===== src/pkg/eiu_pkg.sv =====
// Package of constants and types for the external interrupt unit.
package eiu_pkg;

  // Register indices; the byte address is four times the index.
  localparam logic [15:0] IDX_PORT7_DATA = 16'hffda;
  localparam logic [15:0] IDX_PORT7_DIR  = 16'hffea;
  localparam logic [15:0] IDX_PORT_MODE1 = 16'hffe0;
  localparam logic [15:0] IDX_PORT_MODE5 = 16'hffe4;
  localparam logic [15:0] IDX_CPU_MASK   = 16'hfff0;
  localparam logic [15:0] IDX_EDGE_SEL   = 16'hfff2;
  localparam logic [15:0] IDX_WAKE_EDGE  = 16'hfff3;
  localparam logic [15:0] IDX_ENABLE     = 16'hfff4;
  localparam logic [15:0] IDX_FLAGS      = 16'hfff6;
  localparam logic [15:0] IDX_WAKE_FLAGS = 16'hfff8;

  // Field positions.
  localparam int unsigned LED_BIT       = 4;
  localparam int unsigned NMI_EDGE_BIT  = 7;
  localparam int unsigned WAKE_EN_BIT   = 5;
  localparam int unsigned MODE1_IRQ_LO  = 4;
  localparam int unsigned MASK_BIT      = 7;
  localparam int unsigned PIN_NMI       = 0;
  localparam int unsigned PIN_IRQ_LO    = 1;
  localparam int unsigned PIN_WAKE_LO   = 5;
  localparam int unsigned NUM_PINS      = 11;

  // Values after reset.
  localparam logic [7:0]  RST_REG   = 8'h00;
  localparam logic        RST_MASK  = 1'b1;
  localparam logic [1:0]  RST_SYNC  = 2'h0;

  // Source codes; lower code wins arbitration.
  typedef logic [2:0] eiu_src_t;
  localparam eiu_src_t SRC_NMI  = 3'h0;
  localparam eiu_src_t SRC_IRQ0 = 3'h1;
  localparam eiu_src_t SRC_WAKE = 3'h5;

  // Vector table base; arbitrary value, two bytes per entry.
  localparam logic [15:0] VEC_BASE = 16'h0010;

  typedef struct packed {
    logic     valid;
    eiu_src_t src;
  } eiu_req_t;

  typedef struct packed {
    logic        we;
    logic [15:0] data;
  } eiu_stack_t;

  typedef struct packed {
    logic        load;
    logic [15:0] addr;
  } eiu_vec_t;

  typedef enum logic [1:0] {
    ST_IDLE,
    ST_WAIT_END,
    ST_PUSH_CCR,
    ST_LOAD_VEC
  } eiu_seq_st_t;

  function automatic logic [15:0] vec_addr(input eiu_src_t src);
    vec_addr = VEC_BASE + {12'h000, src, 1'b0};
  endfunction

  function automatic logic reg_hit(input logic [17:0] addr, input logic [15:0] idx);
    reg_hit = (addr[17:2] == idx) && (addr[1:0] == 2'h0);
  endfunction

endpackage : eiu_pkg


===== src/design/eiu_edge.sv =====
// Edge detector for every interrupt pin, with a per-pin polarity choice.
module eiu_edge
  import eiu_pkg::*;
(
  // Clock and reset
  input  wire logic                ref_clk_i,
  input  wire logic                rst_b_i,
  // Pins and polarity
  input  wire logic [NUM_PINS-1:0] pins_i,
  input  wire logic [NUM_PINS-1:0] rise_sel_i,
  // One-cycle edge pulses
  output logic      [NUM_PINS-1:0] pulse_o
);

  typedef struct packed {
    logic                armed;
    logic [NUM_PINS-1:0] prev;
    logic [NUM_PINS-1:0] pulse;
  } eiu_edge_st_t;

  eiu_edge_st_t st_q;
  eiu_edge_st_t st_d;

  // The first sample after reset only arms the detector, so a pin
  // already low or high at reset does not look like an edge.
  always_comb
  begin
    st_d       = st_q;
    st_d.armed = 1'b1;
    st_d.prev  = pins_i;
    st_d.pulse = '0;
    if (st_q.armed)
    begin
      st_d.pulse = (rise_sel_i & ~st_q.prev & pins_i) | (~rise_sel_i & st_q.prev & ~pins_i);
    end
  end

  always_ff @(posedge ref_clk_i or negedge rst_b_i)
  begin
    if (!rst_b_i)
    begin
      st_q <= '0;
    end
    else
    begin
      st_q <= st_d;
    end
  end

  assign pulse_o = st_q.pulse;

endmodule // eiu_edge


===== src/design/eiu_accept.sv =====
// Acceptance sequence: wait for instruction end, stack PC and CCR, load vector.
module eiu_accept
  import eiu_pkg::*;
(
  // Clock and reset
  input  wire logic        ref_clk_i,
  input  wire logic        rst_b_i,
  // Forwarded request
  input  wire eiu_req_t    req_i,
  input  wire logic [7:0]  ccr_i,
  output logic             busy_o,
  output logic             take_o,
  output eiu_src_t         take_src_o,
  // CPU side
  input  wire logic        insn_end_i,
  input  wire logic [15:0] next_pc_i,
  output eiu_stack_t       stack_o,
  output eiu_vec_t         vector_o
);

  typedef struct packed {
    eiu_seq_st_t st;
    eiu_src_t    src;
    logic [7:0]  ccr;
    logic        take;
    eiu_stack_t  stack;
    eiu_vec_t    vec;
  } eiu_acc_st_t;

  eiu_acc_st_t st_q;
  eiu_acc_st_t st_d;

  always_comb
  begin
    st_d          = st_q;
    st_d.take     = 1'b0;
    st_d.stack.we = 1'b0;
    st_d.vec.load = 1'b0;
    case (st_q.st)
      ST_IDLE:
      begin
        // The CCR is captured before the mask bit is raised.
        if (req_i.valid)
        begin
          st_d.src  = req_i.src;
          st_d.ccr  = ccr_i;
          st_d.take = 1'b1;
          st_d.st   = ST_WAIT_END;
        end
      end
      ST_WAIT_END:
      begin
        if (insn_end_i)
        begin
          st_d.stack = '{we: 1'b1, data: next_pc_i};
          st_d.st    = ST_PUSH_CCR;
        end
      end
      ST_PUSH_CCR:
      begin
        st_d.stack = '{we: 1'b1, data: {8'h00, st_q.ccr}};
        st_d.st    = ST_LOAD_VEC;
      end
      default:
      begin
        st_d.vec = '{load: 1'b1, addr: vec_addr(st_q.src)};
        st_d.st  = ST_IDLE;
      end
    endcase
  end

  always_ff @(posedge ref_clk_i or negedge rst_b_i)
  begin
    if (!rst_b_i)
    begin
      st_q <= '{st: ST_IDLE, default: '0};
    end
    else
    begin
      st_q <= st_d;
    end
  end

  assign busy_o     = (st_q.st != ST_IDLE);
  assign take_o     = st_q.take;
  assign take_src_o = st_q.src;
  assign stack_o    = st_q.stack;
  assign vector_o   = st_q.vec;

endmodule // eiu_accept


===== src/design/eiu_top.sv =====
// External interrupt unit: pin edges, flags, enables, arbitration, CPU acceptance, LED port bit.
//
// Operation
// - Six sources: non-maskable pin, four general request pins, wakeup group.
// - Non-maskable pin edge chosen by its edge select bit.
// - Non-maskable request has top priority and ignores the mask bit.
// - Each general pin detects its own selected edge.
// - General pin is an interrupt input only when its port mode bit is 1.
// - Selected edge on a configured general pin sets its flag and requests.
// - Enable bit at 0 disables that general pin's interrupt.
// - Each wakeup pin detects its own selected edge.
// - Wakeup pin is an interrupt input only when its port mode bit is 1.
// - Selected edge on a configured wakeup pin sets its flag and requests.
// - Wakeup group enable at 0 disables all wakeup interrupts.
// - Mask bit at 1 masks all maskable requests.
// - Only the highest priority request goes forward; others stay pending.
// - Maskable request is accepted only with mask 0, else held pending.
// - After acceptance finish the instruction, then stack PC and CCR.
// - Acceptance sets the mask bit to 1.
// - Vector address of the source is loaded into PC.
// - Pin 0 edge select is bit 0 at fff2: 0 falling, 1 rising.
// - Pin 0 request flag is bit 0 at fff6: 1 pending.
// - Pin 0 enable is bit 0 at fff4: 1 allows requests.
// - LED pin drives port data bit 4 when direction bit 4 is 1.
//
// Our own choice: the Avalon-MM register port.
module eiu_top
  import eiu_pkg::*;
(
  // Clock and reset
  input  wire logic        ref_clk_i,
  input  wire logic        rst_b_i,
  // Interrupt pins
  input  wire logic        nmi_pin_i,
  input  wire logic [3:0]  irq_pins_i,
  input  wire logic [5:0]  wakeup_pins_i,
  // Avalon-MM slave
  input  wire logic [17:0] avs_address_i,
  input  wire logic        avs_read_i,
  input  wire logic        avs_write_i,
  input  wire logic [31:0] avs_writedata_i,
  input  wire logic [3:0]  avs_byteenable_i,
  output logic      [31:0] avs_readdata_o,
  output logic             avs_waitrequest_o,
  // CPU core
  input  wire logic        cpu_insn_end_i,
  input  wire logic [15:0] cpu_next_pc_i,
  input  wire logic [7:0]  cpu_ccr_i,
  output eiu_req_t         cpu_req_o,
  output logic             cpu_mask_o,
  output eiu_stack_t       cpu_stack_o,
  output eiu_vec_t         cpu_vector_o,
  // LED port pin
  output logic             led_output_pin_o,
  output logic             led_output_pin_oe_o
);

  typedef struct packed {
    logic       wait_n;
    logic [7:0] rdata;
    logic [7:0] port7_output_data;
    logic [7:0] port7_pin_direction;
    logic [7:0] first_port_mode_reg;
    logic [7:0] fifth_port_mode_reg;
    logic [7:0] request_edge_select;
    logic [7:0] wakeup_edge_select_reg;
    logic [7:0] request_enable;
    logic [3:0] general_request_flags;
    logic [5:0] wakeup_flags;
    logic       nmi_pending;
    logic       mask;
    eiu_req_t   req;
    logic       led;
    logic       led_oe;
  } eiu_top_st_t;

  logic [1:0]          rst_sync_q;
  logic                rst_n;
  eiu_top_st_t         st_q;
  eiu_top_st_t         st_d;
  logic [NUM_PINS-1:0] pins;
  logic [NUM_PINS-1:0] rise_sel;
  logic [NUM_PINS-1:0] pulse;
  logic                busy;
  logic                take;
  eiu_src_t            take_src;

  // The release of reset is retimed; the assertion stays asynchronous.
  always_ff @(posedge ref_clk_i or negedge rst_b_i)
  begin
    if (!rst_b_i)
    begin
      rst_sync_q <= RST_SYNC;
    end
    else
    begin
      rst_sync_q <= {rst_sync_q[0], 1'b1};
    end
  end

  assign rst_n = rst_sync_q[1];

  assign pins     = {wakeup_pins_i, irq_pins_i, nmi_pin_i};
  assign rise_sel = {st_q.wakeup_edge_select_reg[5:0],
                     st_q.request_edge_select[3:0],
                     st_q.request_edge_select[NMI_EDGE_BIT]};

  eiu_edge u_edge (
    .ref_clk_i  (ref_clk_i),
    .rst_b_i    (rst_n),
    .pins_i     (pins),
    .rise_sel_i (rise_sel),
    .pulse_o    (pulse)
  );

  eiu_accept u_accept (
    .ref_clk_i  (ref_clk_i),
    .rst_b_i    (rst_n),
    .req_i      (st_q.req),
    .ccr_i      ({st_q.mask, cpu_ccr_i[MASK_BIT-1:0]}),
    .busy_o     (busy),
    .take_o     (take),
    .take_src_o (take_src),
    .insn_end_i (cpu_insn_end_i),
    .next_pc_i  (cpu_next_pc_i),
    .stack_o    (cpu_stack_o),
    .vector_o   (cpu_vector_o)
  );

  always_comb
  begin
    logic       acc;
    logic       wr;
    logic [7:0] wd;
    logic [7:0] rd;
    logic [3:0] irq_set;
    logic [5:0] wake_set;
    logic [3:0] irq_clr;
    logic [5:0] wake_clr;
    logic [3:0] irq_live;
    logic       wake_live;
    acc       = 1'b0;
    wr        = 1'b0;
    wd        = 8'h00;
    rd        = 8'h00;
    irq_set   = 4'h0;
    wake_set  = 6'h00;
    irq_clr   = 4'h0;
    wake_clr  = 6'h00;
    irq_live  = 4'h0;
    wake_live = 1'b0;
    st_d      = st_q;

    // Bus: one wait cycle, then the request is taken at the next edge.
    acc        = avs_read_i || avs_write_i;
    st_d.wait_n = acc && !st_q.wait_n;
    wr         = avs_write_i && st_q.wait_n && avs_byteenable_i[0];
    wd         = avs_writedata_i[7:0];

    if (reg_hit(avs_address_i, IDX_PORT7_DATA))
    begin
      rd = st_q.port7_output_data;
    end
    else if (reg_hit(avs_address_i, IDX_PORT7_DIR))
    begin
      rd = st_q.port7_pin_direction;
    end
    else if (reg_hit(avs_address_i, IDX_PORT_MODE1))
    begin
      rd = st_q.first_port_mode_reg;
    end
    else if (reg_hit(avs_address_i, IDX_PORT_MODE5))
    begin
      rd = st_q.fifth_port_mode_reg;
    end
    else if (reg_hit(avs_address_i, IDX_CPU_MASK))
    begin
      rd = {st_q.mask, 7'h00};
    end
    else if (reg_hit(avs_address_i, IDX_EDGE_SEL))
    begin
      rd = st_q.request_edge_select;
    end
    else if (reg_hit(avs_address_i, IDX_WAKE_EDGE))
    begin
      rd = st_q.wakeup_edge_select_reg;
    end
    else if (reg_hit(avs_address_i, IDX_ENABLE))
    begin
      rd = st_q.request_enable;
    end
    else if (reg_hit(avs_address_i, IDX_FLAGS))
    begin
      rd = {4'h0, st_q.general_request_flags};
    end
    else if (reg_hit(avs_address_i, IDX_WAKE_FLAGS))
    begin
      rd = {2'h0, st_q.wakeup_flags};
    end
    if (avs_read_i && !st_q.wait_n)
    begin
      st_d.rdata = rd;
    end

    if (wr)
    begin
      if (reg_hit(avs_address_i, IDX_PORT7_DATA))
      begin
        st_d.port7_output_data = wd;
      end
      else if (reg_hit(avs_address_i, IDX_PORT7_DIR))
      begin
        st_d.port7_pin_direction = wd;
      end
      else if (reg_hit(avs_address_i, IDX_PORT_MODE1))
      begin
        st_d.first_port_mode_reg = wd;
      end
      else if (reg_hit(avs_address_i, IDX_PORT_MODE5))
      begin
        st_d.fifth_port_mode_reg = wd;
      end
      else if (reg_hit(avs_address_i, IDX_CPU_MASK))
      begin
        st_d.mask = wd[MASK_BIT];
      end
      else if (reg_hit(avs_address_i, IDX_EDGE_SEL))
      begin
        st_d.request_edge_select = wd;
      end
      else if (reg_hit(avs_address_i, IDX_WAKE_EDGE))
      begin
        st_d.wakeup_edge_select_reg = wd;
      end
      else if (reg_hit(avs_address_i, IDX_ENABLE))
      begin
        st_d.request_enable = wd;
      end
      else if (reg_hit(avs_address_i, IDX_FLAGS))
      begin
        irq_clr = ~wd[3:0];
      end
      else if (reg_hit(avs_address_i, IDX_WAKE_FLAGS))
      begin
        wake_clr = ~wd[5:0];
      end
    end

    irq_set  = pulse[PIN_IRQ_LO +: 4] & st_q.first_port_mode_reg[MODE1_IRQ_LO +: 4];
    wake_set = pulse[PIN_WAKE_LO +: 6] & st_q.fifth_port_mode_reg[5:0];
    st_d.general_request_flags = (st_q.general_request_flags & ~irq_clr) | irq_set;
    st_d.wakeup_flags          = (st_q.wakeup_flags & ~wake_clr) | wake_set;

    st_d.nmi_pending = (st_q.nmi_pending && !(take && take_src == SRC_NMI)) || pulse[PIN_NMI];

    if (take)
    begin
      st_d.mask = 1'b1;
    end

    irq_live  = st_q.general_request_flags & st_q.request_enable[3:0];
    wake_live = (|st_q.wakeup_flags) && st_q.request_enable[WAKE_EN_BIT];

    // Flags are updated with set winning over clear, so a flag cleared by a
    // write that meets a new edge is still seen and still taken.
    // coinciding request kept
    st_d.req = '{valid: 1'b0, src: SRC_NMI};
    if (st_q.nmi_pending)
    begin
      st_d.req = '{valid: 1'b1, src: SRC_NMI};
    end
    else if (!st_q.mask)
    begin
      if (irq_live[0])
      begin
        st_d.req = '{valid: 1'b1, src: SRC_IRQ0};
      end
      else if (irq_live[1])
      begin
        st_d.req = '{valid: 1'b1, src: SRC_IRQ0 + 3'h1};
      end
      else if (irq_live[2])
      begin
        st_d.req = '{valid: 1'b1, src: SRC_IRQ0 + 3'h2};
      end
      else if (irq_live[3])
      begin
        st_d.req = '{valid: 1'b1, src: SRC_IRQ0 + 3'h3};
      end
      else if (wake_live)
      begin
        st_d.req = '{valid: 1'b1, src: SRC_WAKE};
      end
    end
    // Nothing is forwarded while an acceptance runs; this avoids a
    // stale request being taken twice.
    if (busy || take)
    begin
      st_d.req.valid = 1'b0;
    end

    st_d.led    = st_q.port7_output_data[LED_BIT];
    st_d.led_oe = st_q.port7_pin_direction[LED_BIT];
  end

  always_ff @(posedge ref_clk_i or negedge rst_n)
  begin
    if (!rst_n)
    begin
      st_q <= '{mask: RST_MASK, default: '0};
    end
    else
    begin
      st_q <= st_d;
    end
  end

  assign avs_waitrequest_o   = !st_q.wait_n;
  assign avs_readdata_o      = {24'h000000, st_q.rdata};
  assign cpu_req_o           = st_q.req;
  assign cpu_mask_o          = st_q.mask;
  assign led_output_pin_o    = st_q.led;
  assign led_output_pin_oe_o = st_q.led_oe;

endmodule // eiu_top


===== config.mk =====
export PLATFORM = sky130hd
export DESIGN_NAME = eiu_top
export DESIGN_NICKNAME = d
export VERILOG_FILES = /design/src/pkg/eiu_pkg.sv /design/src/design/eiu_edge.sv /design/src/design/eiu_accept.sv /design/src/design/eiu_top.sv
export SDC_FILE = /design/constraint.sdc
export NUM_CORES = 1
export LEC_CHECK = 0
export ABC_CLOCK_PERIOD_IN_PS = 13500
export BUFFER_PORTS_ARGS = -buffer_cell sky130_fd_sc_hd__buf_2
export CAP_MARGIN = 25
export CORE_ASPECT_RATIO = 0.75
export CORE_MARGIN = 8
export CORE_UTILIZATION = 58
export DETAILED_ROUTE_END_ITERATION = 8
export PLACE_DENSITY = 0.87
export SYNTH_ARGS = -nofsm -noshare
export SYNTH_HDL_FRONTEND = slang
export SYNTH_SLANG_ARGS = --single-unit
export TNS_END_PERCENT = 1

===== constraint.sdc =====
create_clock -name ref_clk_i -period 13.5 [get_ports ref_clk_i]
set_input_delay 2.025 -clock ref_clk_i [delete_from_list [all_inputs] [get_ports ref_clk_i]]
set_output_delay 2.025 -clock ref_clk_i [all_outputs]
set_load 0.1 [all_outputs]

==> impl_metrics.csv, run 1 <==
group,metric,value,unit
clock_tree,insertion_delay,0.41,ns
detailed_routing,drt_iter0_markers,474,
critical_path,critical_path.max_fanout,19,
clock_tree,cts_tree,"yes",
logic_synthesis,synth_ff_type,"dfrtp_1",
detailed_routing,wl,17.6,mm
floorplan,io-pin-count,168,
floorplan,die_x,143,microns
detailed_routing,num_vias,5212,
pwr,vdd_drop_max,0.000126,V
critical_path,rr_worst_depth,4,
place,pre_cts_ws,9.27,ns
detailed_routing,firstDrtPassIters,7,
sta,setup_viol,0,
clock_tree,ctsHoldBuffers,0,
floorplan,dieArea,0.0159,sq mm
logic_synthesis,synth_edf_count,0,
logic_synthesis,ys_ff_latch,144,
sta,period_minus_slack,3.87,ns
cells_and_area,fill_cells,833,
cells_and_area,final_layout_size_suffix_gt1_share,33.1,%
grt,track_usage,22.2,%
grt,antenna_found_initial,0,
critical_path,critPathLaunchType,"input pin",
detailed_routing,wire_per_inst,20.0,microns
cells_and_area,final_common_cell,"dfrtp_1",
place,hpwl,12.7,mm
cells_and_area,antenna_cells,0,
sta,hold_ws,0.280,ns
logic_synthesis,synth_cell_type_count,60,
floorplan,start_util,60.0,%
outcome,status,"complete, no violations",
place,port_buffers,103,
critical_path,cp.required,13.79,ns
flow_run,max_cap_violations,0,
floorplan,rows,34,
critical_path,critPathCaptureType,"flop",
sta,max_freq,259,MHz
detailed_routing,viasPerCell,5.94,
clock_tree,cts-root-buf,"clkbuf_16",
place,place.gp.congestion,0.931,
logic_synthesis,synth_cells,627,
min_path,hold_path_class,"flop to async pin",
logic_synthesis,syn_area,0.00701,sq mm
cells_and_area,final_cell_mix,"dfrtp_1, buf_2, mux2_2, nand2_1, nor2_1",
logic_synthesis,yosys_warnings,0,
sta,fin_ws,9.63,ns
clock_tree,cts_max_path_buffers,2,
clock_tree,clk_pin_slew,0.06,ns
sta,relSlewSlack,40.0,%
grt,grt_pass1_vias,5309,
sta,slew_viol_final,0,
detailed_routing,drc,0,
cells_and_area,area_growth,13.1,%
critical_path,worst-endpoint-arrival,4.16,ns
pwr,power_density,176,mW/mm^2
sta,fin_crit_sh,28.6,%
clock_tree,cts_buffers,17,
critical_path,reg2reg_slack,11.26,ns
cells_and_area,nNetsFinal,800,
clock_tree,cts_resized,0,
floorplan,core,0.0117,sq mm
logic_synthesis,synthArstFlopShare,100,%
clock_tree,cts_sinks,144,
sta,rsz0062_at_grt,"false",
clock_tree,cts_setup_buffers,0,
floorplan,die_y,111,microns
critical_path,path_class,"input pin to flop",
detailed_routing,ant_nets,0,
logic_synthesis,ys_seq_area_share,51.4,%
pwr,leakagePower,0.00380,uW
clock_tree,h-tree-depth,4,
sta,setup-tns-final,0,ns
grt,grt_pass1_wl,27.8,mm
sta,finClkSkew,0.00957,ns
logic_synthesis,postSynthAreaPerCell,11.2,sq um
sta,worst_slew_pin_slew,0.897,ns
sta,finalHoldViolations,0,
grt,grt_start_max_net_pins,78,
grt,grt.overflow.total,0,
==> routing by layer <==
| layer | global-route usage, % | up-vias | share of wire, % | wire length, microns |
|---|---|---|---|---|
| li1 | - | 2313 | - | - |
| met1 | 28.9 | 2605 | 42 | 7360 |
| met5 | 0 | - | 0 | 0 |
| met4 | 7.63 | 0 | 1.6 | 274 |
| met2 | 34.7 | 268 | 47 | 8310 |
| met3 | 6.33 | 26 | 9.3 | 1630 |
==> Yosys cell counts, types with 4 or more instances <==
| library cell | n | area (sq um) |
|---|---|---|
| a21o_1 | 6 | 45.0 |
| a21oi_1 | 14 | 70.1 |
| a221oi_1 | 6 | 52.6 |
| a222oi_1 | 11 | 110 |
| a22o_1 | 12 | 105 |
| a22oi_1 | 6 | 45.0 |
| a31oi_1 | 4 | 25.0 |
| and2_1 | 12 | 75.1 |
| and3_1 | 6 | 37.5 |
| and3b_1 | 4 | 35.0 |
| and4_1 | 4 | 35.0 |
| and4bb_2 | 4 | 50.1 |
| buf_2 | 5 | 25.0 |
| buf_4 | 71 | 533 |
| clkbuf_1 | 10 | 37.5 |
| dfrtp_1 | 143 | 3580 |
| ha_1 | 4 | 50.1 |
| inv_1 | 19 | 71.3 |
| mux2_2 | 72 | 811 |
| nand2_1 | 49 | 184 |
| nand3_1 | 13 | 65.1 |
| nand4_1 | 7 | 43.8 |
| nor2_1 | 42 | 158 |
| nor2b_1 | 5 | 31.3 |
| nor3_1 | 8 | 40.0 |
| nor3_2 | 4 | 40.0 |
| o211ai_1 | 5 | 37.5 |
| o21ai_0 | 28 | 140 |
==> path summary, 6_finish.rpt <==
check / from / end
worst max-delay path: avs_address_i[2] / st_q[19]$_DFFE_PN0P_
worst min-delay path: rst_sync_q[1]$_DFF_PN0_ / st_q[48]$_DFFE_PN0P_
worst max register to register: st_q[82]$_DFF_PN0_ / st_q[19]$_DFFE_PN0P_
worst min register to register: rst_sync_q[1]$_DFF_PN0_ / st_q[48]$_DFFE_PN0P_
max in group asynchronous: rst_sync_q[1]$_DFF_PN0_ / u_edge.pulse_o[4]$_DFF_PN0_
min in group ref_clk_i: rst_sync_q[0]$_DFF_PN0_ / rst_sync_q[1]$_DFF_PN0_
==> power by group <==
group	internal [uW]	switching (uW)	total [uW]
combinational	84.3	320	404
sequential	478	28.9	507
clock	306	182	488
total	868	531	1400
==> registers in the layout (all words and copies together) (netlist names), 2 cells and up <==
signal,flops
st_q,55
u_accept.stack_o,17
u_edge.st_q,12
rise_sel,11
u_edge.pulse_o,11
u_accept.st_q,10
avs_readdata_o,8
u_accept.vector_o,5
cpu_req_o,4
u_accept.take_src_o,3
rst_sync_q,2
st_d,2
==> worst max-delay path, cell delays in order <==
cell       delay, ns
buf_2           0.37
nand4bb_1       0.25
nor3_2          0.13
a21boi_4        0.27
nor4b_4         0.69
mux2_2          0.42
==> area by class of cell <==
| cell class | instances | area (sq um) | share of cell area [%] |
|---|---|---|---|
| multi-input combinational | 414 | 2880 | 36.3 |
| inverter | 19 | 71.3 | 0.899 |
| timing repair buffer | 106 | 551 | 6.94 |
| sequential | 144 | 3610 | 45.5 |
| tap | 162 | 203 | 2.55 |
| clock inverter | 12 | 158 | 1.99 |
| clock buffer | 20 | 467 | 5.88 |
==> cell families (layout without fill, tap and decap cells) <==
logic type | after synthesis | in the layout | synth area share, %
AND/OR/NAND/NOR | 183 | 183 | 14.6
flip-flops | 144 | 144 | 51.4
AO/OA/AOI/OAI | 114 | 114 | 11.7
buffers and inverters | 105 | 157 | 9.51
multiplexers | 75 | 75 | 12.0
adder cells (fa/ha/maj) | 4 | 4 | 0.714
other | 2 | 38 | 0.107
==> through the flow <==
stage                     util (%)  power, uW  instances  area [sq um]
after floorplan                  -        882        663          7150
after global placement        62.3        898        843          7280
after detailed placement      62.3        915        844          7290
after CTS                     67.7       1400        876          7920
after global routing          67.8       1450        877          7940
final                         67.8       1400        877          7940
(Power assumes the default switching activity.)
==> run 2, diff against run 1 <==
--- a/config.mk
+++ b/config.mk
@@ -5,14 +5,14 @@
 export SDC_FILE = /design/constraint.sdc
 export NUM_CORES = 1
 export LEC_CHECK = 0
-export ABC_CLOCK_PERIOD_IN_PS = 13500
+export ABC_CLOCK_PERIOD_IN_PS = 3600
 export BUFFER_PORTS_ARGS = -buffer_cell sky130_fd_sc_hd__buf_2
 export CAP_MARGIN = 25
 export CORE_ASPECT_RATIO = 0.75
 export CORE_MARGIN = 8
-export CORE_UTILIZATION = 58
+export CORE_UTILIZATION = 54
 export DETAILED_ROUTE_END_ITERATION = 8
-export PLACE_DENSITY = 0.87
+export PLACE_DENSITY = 0.82
 export SYNTH_ARGS = -nofsm -noshare
 export SYNTH_HDL_FRONTEND = slang
 export SYNTH_SLANG_ARGS = --single-unit
==> constraint.sdc (replaced) <==
create_clock -name ref_clk_i -period 3.6 [get_ports ref_clk_i]
set_input_delay 0.54 -clock ref_clk_i [delete_from_list [all_inputs] [get_ports ref_clk_i]]
set_output_delay 0.54 -clock ref_clk_i [all_outputs]
set_load 0.1 [all_outputs]
==> impl_metrics.csv, run 2 (same netlist as run 1, synthesis figures left out) <==
group,metric,value,unit
sta,fin_ws,1.32,ns
clock_tree,cts_resized,0,
critical_path,slowest_delay,0.66,ns
critical_path,worst-path-buf-inv,1,
clock_tree,h-tree-depth,4,
detailed_routing,wl,17.9,mm
critical_path,critPathLaunchType,"input pin",
place,place.gp.congestion,0.964,
critical_path,critPathCaptureType,"flop",
floorplan,rows,36,
detailed_routing,num_vias,5225,
detailed_routing,ant_nets,0,
grt,track_usage,21.1,%
detailed_routing,wire_per_inst,20.2,microns
clock_tree,cts_sinks,144,
sta,hold_ws,0.255,ns
critical_path,worst-endpoint-arrival,2.58,ns
floorplan,start_util,54.6,%
detailed_routing,drc,0,
grt,antenna_found_initial,0,
sta,finClkSkew,0.00563,ns
cells_and_area,fin_area,0.00796,sq mm
pwr,power_density,652,mW/mm^2
grt,grt_pass1_vias,5381,
cells_and_area,regMostFlops,"st_q",
detailed_routing,firstDrtPassIters,8,
grt,grt_pass1_wl,28.0,mm
sta,setup-tns-final,0,ns
pwr,leakagePower,0.00380,uW
cells_and_area,final_core_util,62.0,%
clock_tree,cts-root-buf,"clkbuf_16",
place,place_area,0.00735,sq mm
clock_tree,ctsHoldBuffers,1,
flow_run,max_cap_violations,0,
sta,max_freq,438,MHz
clock_tree,cts_buffers,17,
cells_and_area,area_growth,13.4,%
sta,worst_slew_pin_slew,0.973,ns
grt,grt.overflow.total,0,
critical_path,critical_path.max_fanout,19,
detailed_routing,viasPerCell,5.88,
sta,finalHoldViolations,0,
sta,rsz0062_at_grt,"false",
place,port_buffers,103,
place,pre_cts_ws,0.914,ns
sta,relSlewSlack,35.0,%
clock_tree,cts_tree,"yes",
clock_tree,cts_max_path_buffers,2,
sta,setup_viol,0,
critical_path,path_class,"input pin to flop",
clock_tree,cts_setup_buffers,0,
critical_path,slowest_stage,"nor4b_4",
clock_tree,insertion_delay,0.42,ns
critical_path,cp_top_family,"simple AND/OR/NAND/NOR gates",
grt,grt_start_max_net_pins,62,
floorplan,die_x,148,microns
min_path,min_from,"nmi_pin_i",
floorplan,die_y,115,microns
critical_path,worstPathCellList,"buf_2, nand4bb_1, nor3_2, a21boi_4, nor4b_4, mux2_2",
cells_and_area,final_layout_size_suffix_gt1_share,33.1,%
cells_and_area,final_common_cell,"dfrtp_1",
cells_and_area,nNetsFinal,802,
floorplan,io-pin-count,168,
critical_path,cp.required,3.90,ns
sta,period_minus_slack,2.28,ns
detailed_routing,drt_iter0_markers,488,
cells_and_area,largest_reg_flops,55,
sta,slew_viol_final,0,
cells_and_area,final_cell_mix,"dfrtp_1, buf_2, mux2_2, nand2_1, nor2_1",
critical_path,timing.rr.start,"st_q[82]$_DFF_PN0_",
min_path,hold_path_class,"input pin to flop",
cells_and_area,antenna_cells,0,
floorplan,core,0.0128,sq mm
critical_path,crit_path_start,"avs_address_i[2]",
sta,fin_crit_sh,63.4,%
pwr,vdd_drop_max,0.000427,V
floorplan,dieArea,0.0169,sq mm
place,hpwl,13.2,mm
outcome,status,"complete, no violations",
clock_tree,clk_pin_slew,0.06,ns
run 2: power by group:
group / internal [uW] / switching, uW
Sequential: 1790 / 116
Combinational: 319 / 1190
Clock: 1090 / 683
Total: 3200 / 1990
run 2: routing by layer:
metal	track usage, %	part of all wire, %	vias up
met5	0	0	-
met1	26.2	42	2602
met3	7.23	9.2	39
met2	33.3	47	264
li1	-	-	2320
met4	8.47	2.1	0
run 2: worst register-to-register path, delay by kind of cell (launching register included):
kind / cells / cell delay [ns]
simple gates: 2 / 0.96
mux: 1 / 0.42
flops: 1 / 0.38
compound gates: 1 / 0.33
run 2: metrics by stage:
step,instances,power [uW]
finish,888,5180
global route,888,5370
detailed placement,855,3430
floorplan,663,3310
global placement,854,3380
CTS,888,5210
run 2: worst paths after layout:
check	endpoint	slack, ns	cells past startpoint
max	st_q[18]$_DFFE_PN0P_	1.32	6
min	u_edge.st_q[11]$_DFF_PN0_	0.25	1
max reg2reg	st_q[18]$_DFFE_PN0P_	1.40	4
min reg2reg	u_accept.stack_o[14]$_DFFE_PN0P_	0.26	0
max in group asynchronous	avs_readdata_o[0]$_DFFE_PN0P_	2.45	2
min in group asynchronous	u_accept.stack_o[14]$_DFFE_PN0P_	0.26	0
run 2: final cells by class:
cell class / count / area, sq um
fill: 1000 / 4880
sequential: 144 / 3610
multi-input combinational: 414 / 2880
timing repair buffer: 108 / 588
clock buffer: 18 / 429
tap: 171 / 214
clock inverter: 14 / 166
inverter: 19 / 71.3
==> run 3, diff against run 2 <==
--- a/config.mk
+++ b/config.mk
@@ -5,7 +5,7 @@
 export SDC_FILE = /design/constraint.sdc
 export NUM_CORES = 1
 export LEC_CHECK = 0
-export ABC_CLOCK_PERIOD_IN_PS = 3600
+export ABC_CLOCK_PERIOD_IN_PS = 2250
 export BUFFER_PORTS_ARGS = -buffer_cell sky130_fd_sc_hd__buf_2
 export CAP_MARGIN = 25
 export CORE_ASPECT_RATIO = 0.75
==> constraint.sdc (replaced) <==
create_clock -name ref_clk_i -period 2.25 [get_ports ref_clk_i]
set_input_delay 0.3375 -clock ref_clk_i [delete_from_list [all_inputs] [get_ports ref_clk_i]]
set_output_delay 0.3375 -clock ref_clk_i [all_outputs]
set_load 0.1 [all_outputs]
==> impl_metrics.csv, run 3 (same netlist as run 1, synthesis figures left out) <==
group,metric,value,unit
sta,max_freq,518,MHz
detailed_routing,firstDrtPassIters,5,
clock_tree,cts-root-buf,"clkbuf_16",
detailed_routing,wire_per_inst,19.4,microns
clock_tree,cts_sinks,144,
floorplan,dieArea,0.0169,sq mm
detailed_routing,viasPerCell,5.74,
sta,setup-tns-final,0,ns
place,place.gp.congestion,0.896,
pwr,finalPower,8240,uW
critical_path,critPathLaunchType,"flop",
sta,relSlewSlack,58.6,%
detailed_routing,drt_iter0_markers,455,
cells_and_area,area_growth,15.7,%
sta,worst_slew_pin_slew,0.619,ns
grt,grt_pass1_wl,27.7,mm
sta,rsz0062_at_grt,"false",
cells_and_area,final_layout_size_suffix_gt1_share,35.0,%
floorplan,io-pin-count,168,
detailed_routing,ant_nets,0,
cells_and_area,final_cell_mix,"dfrtp_1, buf_2, mux2_2, nand2_1, nor2_1",
floorplan,core,0.0128,sq mm
floorplan,rows,36,
detailed_routing,num_vias,5219,
clock_tree,h-tree-depth,4,
sta,finalHoldViolations,0,
clock_tree,clk_pin_slew,0.06,ns
sta,period_minus_slack,1.93,ns
floorplan,die_y,115,microns
pwr,leakagePower,0.00390,uW
grt,grt_pass1_vias,5223,
critical_path,worst-endpoint-arrival,2.23,ns
place,hpwl,13.3,mm
floorplan,die_x,148,microns
min_path,min_from,"wakeup_pins_i[0]",
outcome,status,"complete, no violations",
sta,fin_crit_sh,85.8,%
pwr,power_density,1020,mW/mm^2
cells_and_area,nNetsFinal,823,
grt,track_usage,20.9,%
flow_run,max_cap_violations,0,
min_path,min_path_cells,1,
critical_path,timing.rr.start,"st_q[82]$_DFF_PN0_",
cells_and_area,final_common_cell,"dfrtp_1",
clock_tree,cts_setup_buffers,0,
clock_tree,cts_max_path_buffers,2,
pwr,vdd_drop_max,0.000656,V
cells_and_area,regMostFlops,"st_q",
cells_and_area,largest_reg_flops,55,
cells_and_area,register_area,0.00361,sq mm
critical_path,critical_path.max_fanout,8,
sta,finClkSkew,0.00728,ns
critical_path,cp.required,2.55,ns
detailed_routing,wl,17.7,mm
clock_tree,insertion_delay,0.42,ns
detailed_routing,drc,0,
floorplan,start_util,54.6,%
sta,slew_viol_final,0,
critical_path,path_class,"flop to flop",
grt,grt.overflow.total,0,
clock_tree,cts_buffers,17,
cells_and_area,fill_cells,1040,
critical_path,critPathCaptureType,"flop",
cells_and_area,final_core_util,63.2,%
grt,antenna_found_initial,0,
sta,setup_viol,0,
critical_path,crit_path_start,"st_q[82]$_DFF_PN0_",
place,port_buffers,103,
clock_tree,cts_tree,"yes",
min_path,hold_path_class,"input pin to flop",
critical_path,rr_worst_depth,5,
sta,hold_ws,0.0517,ns
cells_and_area,multi_input_area,0.00288,sq mm
grt,grt_start_max_net_pins,70,
run 3: changes by cell type in the layout (fill, tap and decap cells not counted), sizes merged:
| cell | change |
|---|---|
| buf | +21 |
| clkbuf | +2 |
| bufinv | -1 |
| clkinv | -1 |
| clkinvlp | -1 |
| diode | +1 |
| inv | +1 |
run 3: critical path: stages (launching register included):
cell	delay, ns
dfrtp_1	0.39
and3_1	0.30
a21boi_4	0.31
nor4b_4	0.30
buf_12	0.17
mux2_2	0.34
run 3: through the flow:
stage	worst slack [ns]	cell area, sq um	instances
6_report	0.318	8110	910
5_1_grt	0.203	8110	909
4_1_cts	0.327	8110	909
3_5_place_dp	0.165	7510	876
3_3_place_gp	0.200	7510	876
2_1_floorplan	0.412	7150	663
run 3: report_power, final:
group          leakage [uW]  switching, uW  internal [uW]
Combinational       0.00176           1900            519
Sequential          0.00186            176           2870
Clock              0.000283           1080           1690
run 3: cell type report:
type	instances	area share (%)
Antenna cell	1	0.0308
Clock buffer	20	5.63
Clock inverter	12	1.63
Inverter	19	0.879
Multi-Input combinational cell	414	35.5
Sequential cell	144	44.5
Tap cell	171	2.64
Timing Repair Buffer	129	9.25
run 3: worst paths after layout:
kind,end,slack [ns]
min in group asynchronous,u_accept.vector_o[1]$_DFFE_PN0P_,0.21
worst max-delay path,st_q[20]$_DFFE_PN0P_,0.32
worst min register to register,u_accept.vector_o[1]$_DFFE_PN0P_,0.21
worst min-delay path,u_edge.st_q[16]$_DFF_PN0_,0.05
max in group asynchronous,u_accept.take_src_o[0]$_DFFE_PN0P_,1.40
worst max register to register,st_q[20]$_DFFE_PN0P_,0.32
run 3: what timing repair did:
action | CTS | global route
endpoints found under the setup margin | 0 | 0
hold endpoints to repair | 2 | 0
gates resized for setup | 0 | 0
hold buffers | 1 | 0
run 3: layer usage:
layer	wire length (microns)	track usage, %	vias up
met2	8040	31.2	245
met4	295	7.59	0
met1	7810	28.8	2590
met5	0	0	-
met3	1550	5.73	26
li1	-	-	2358
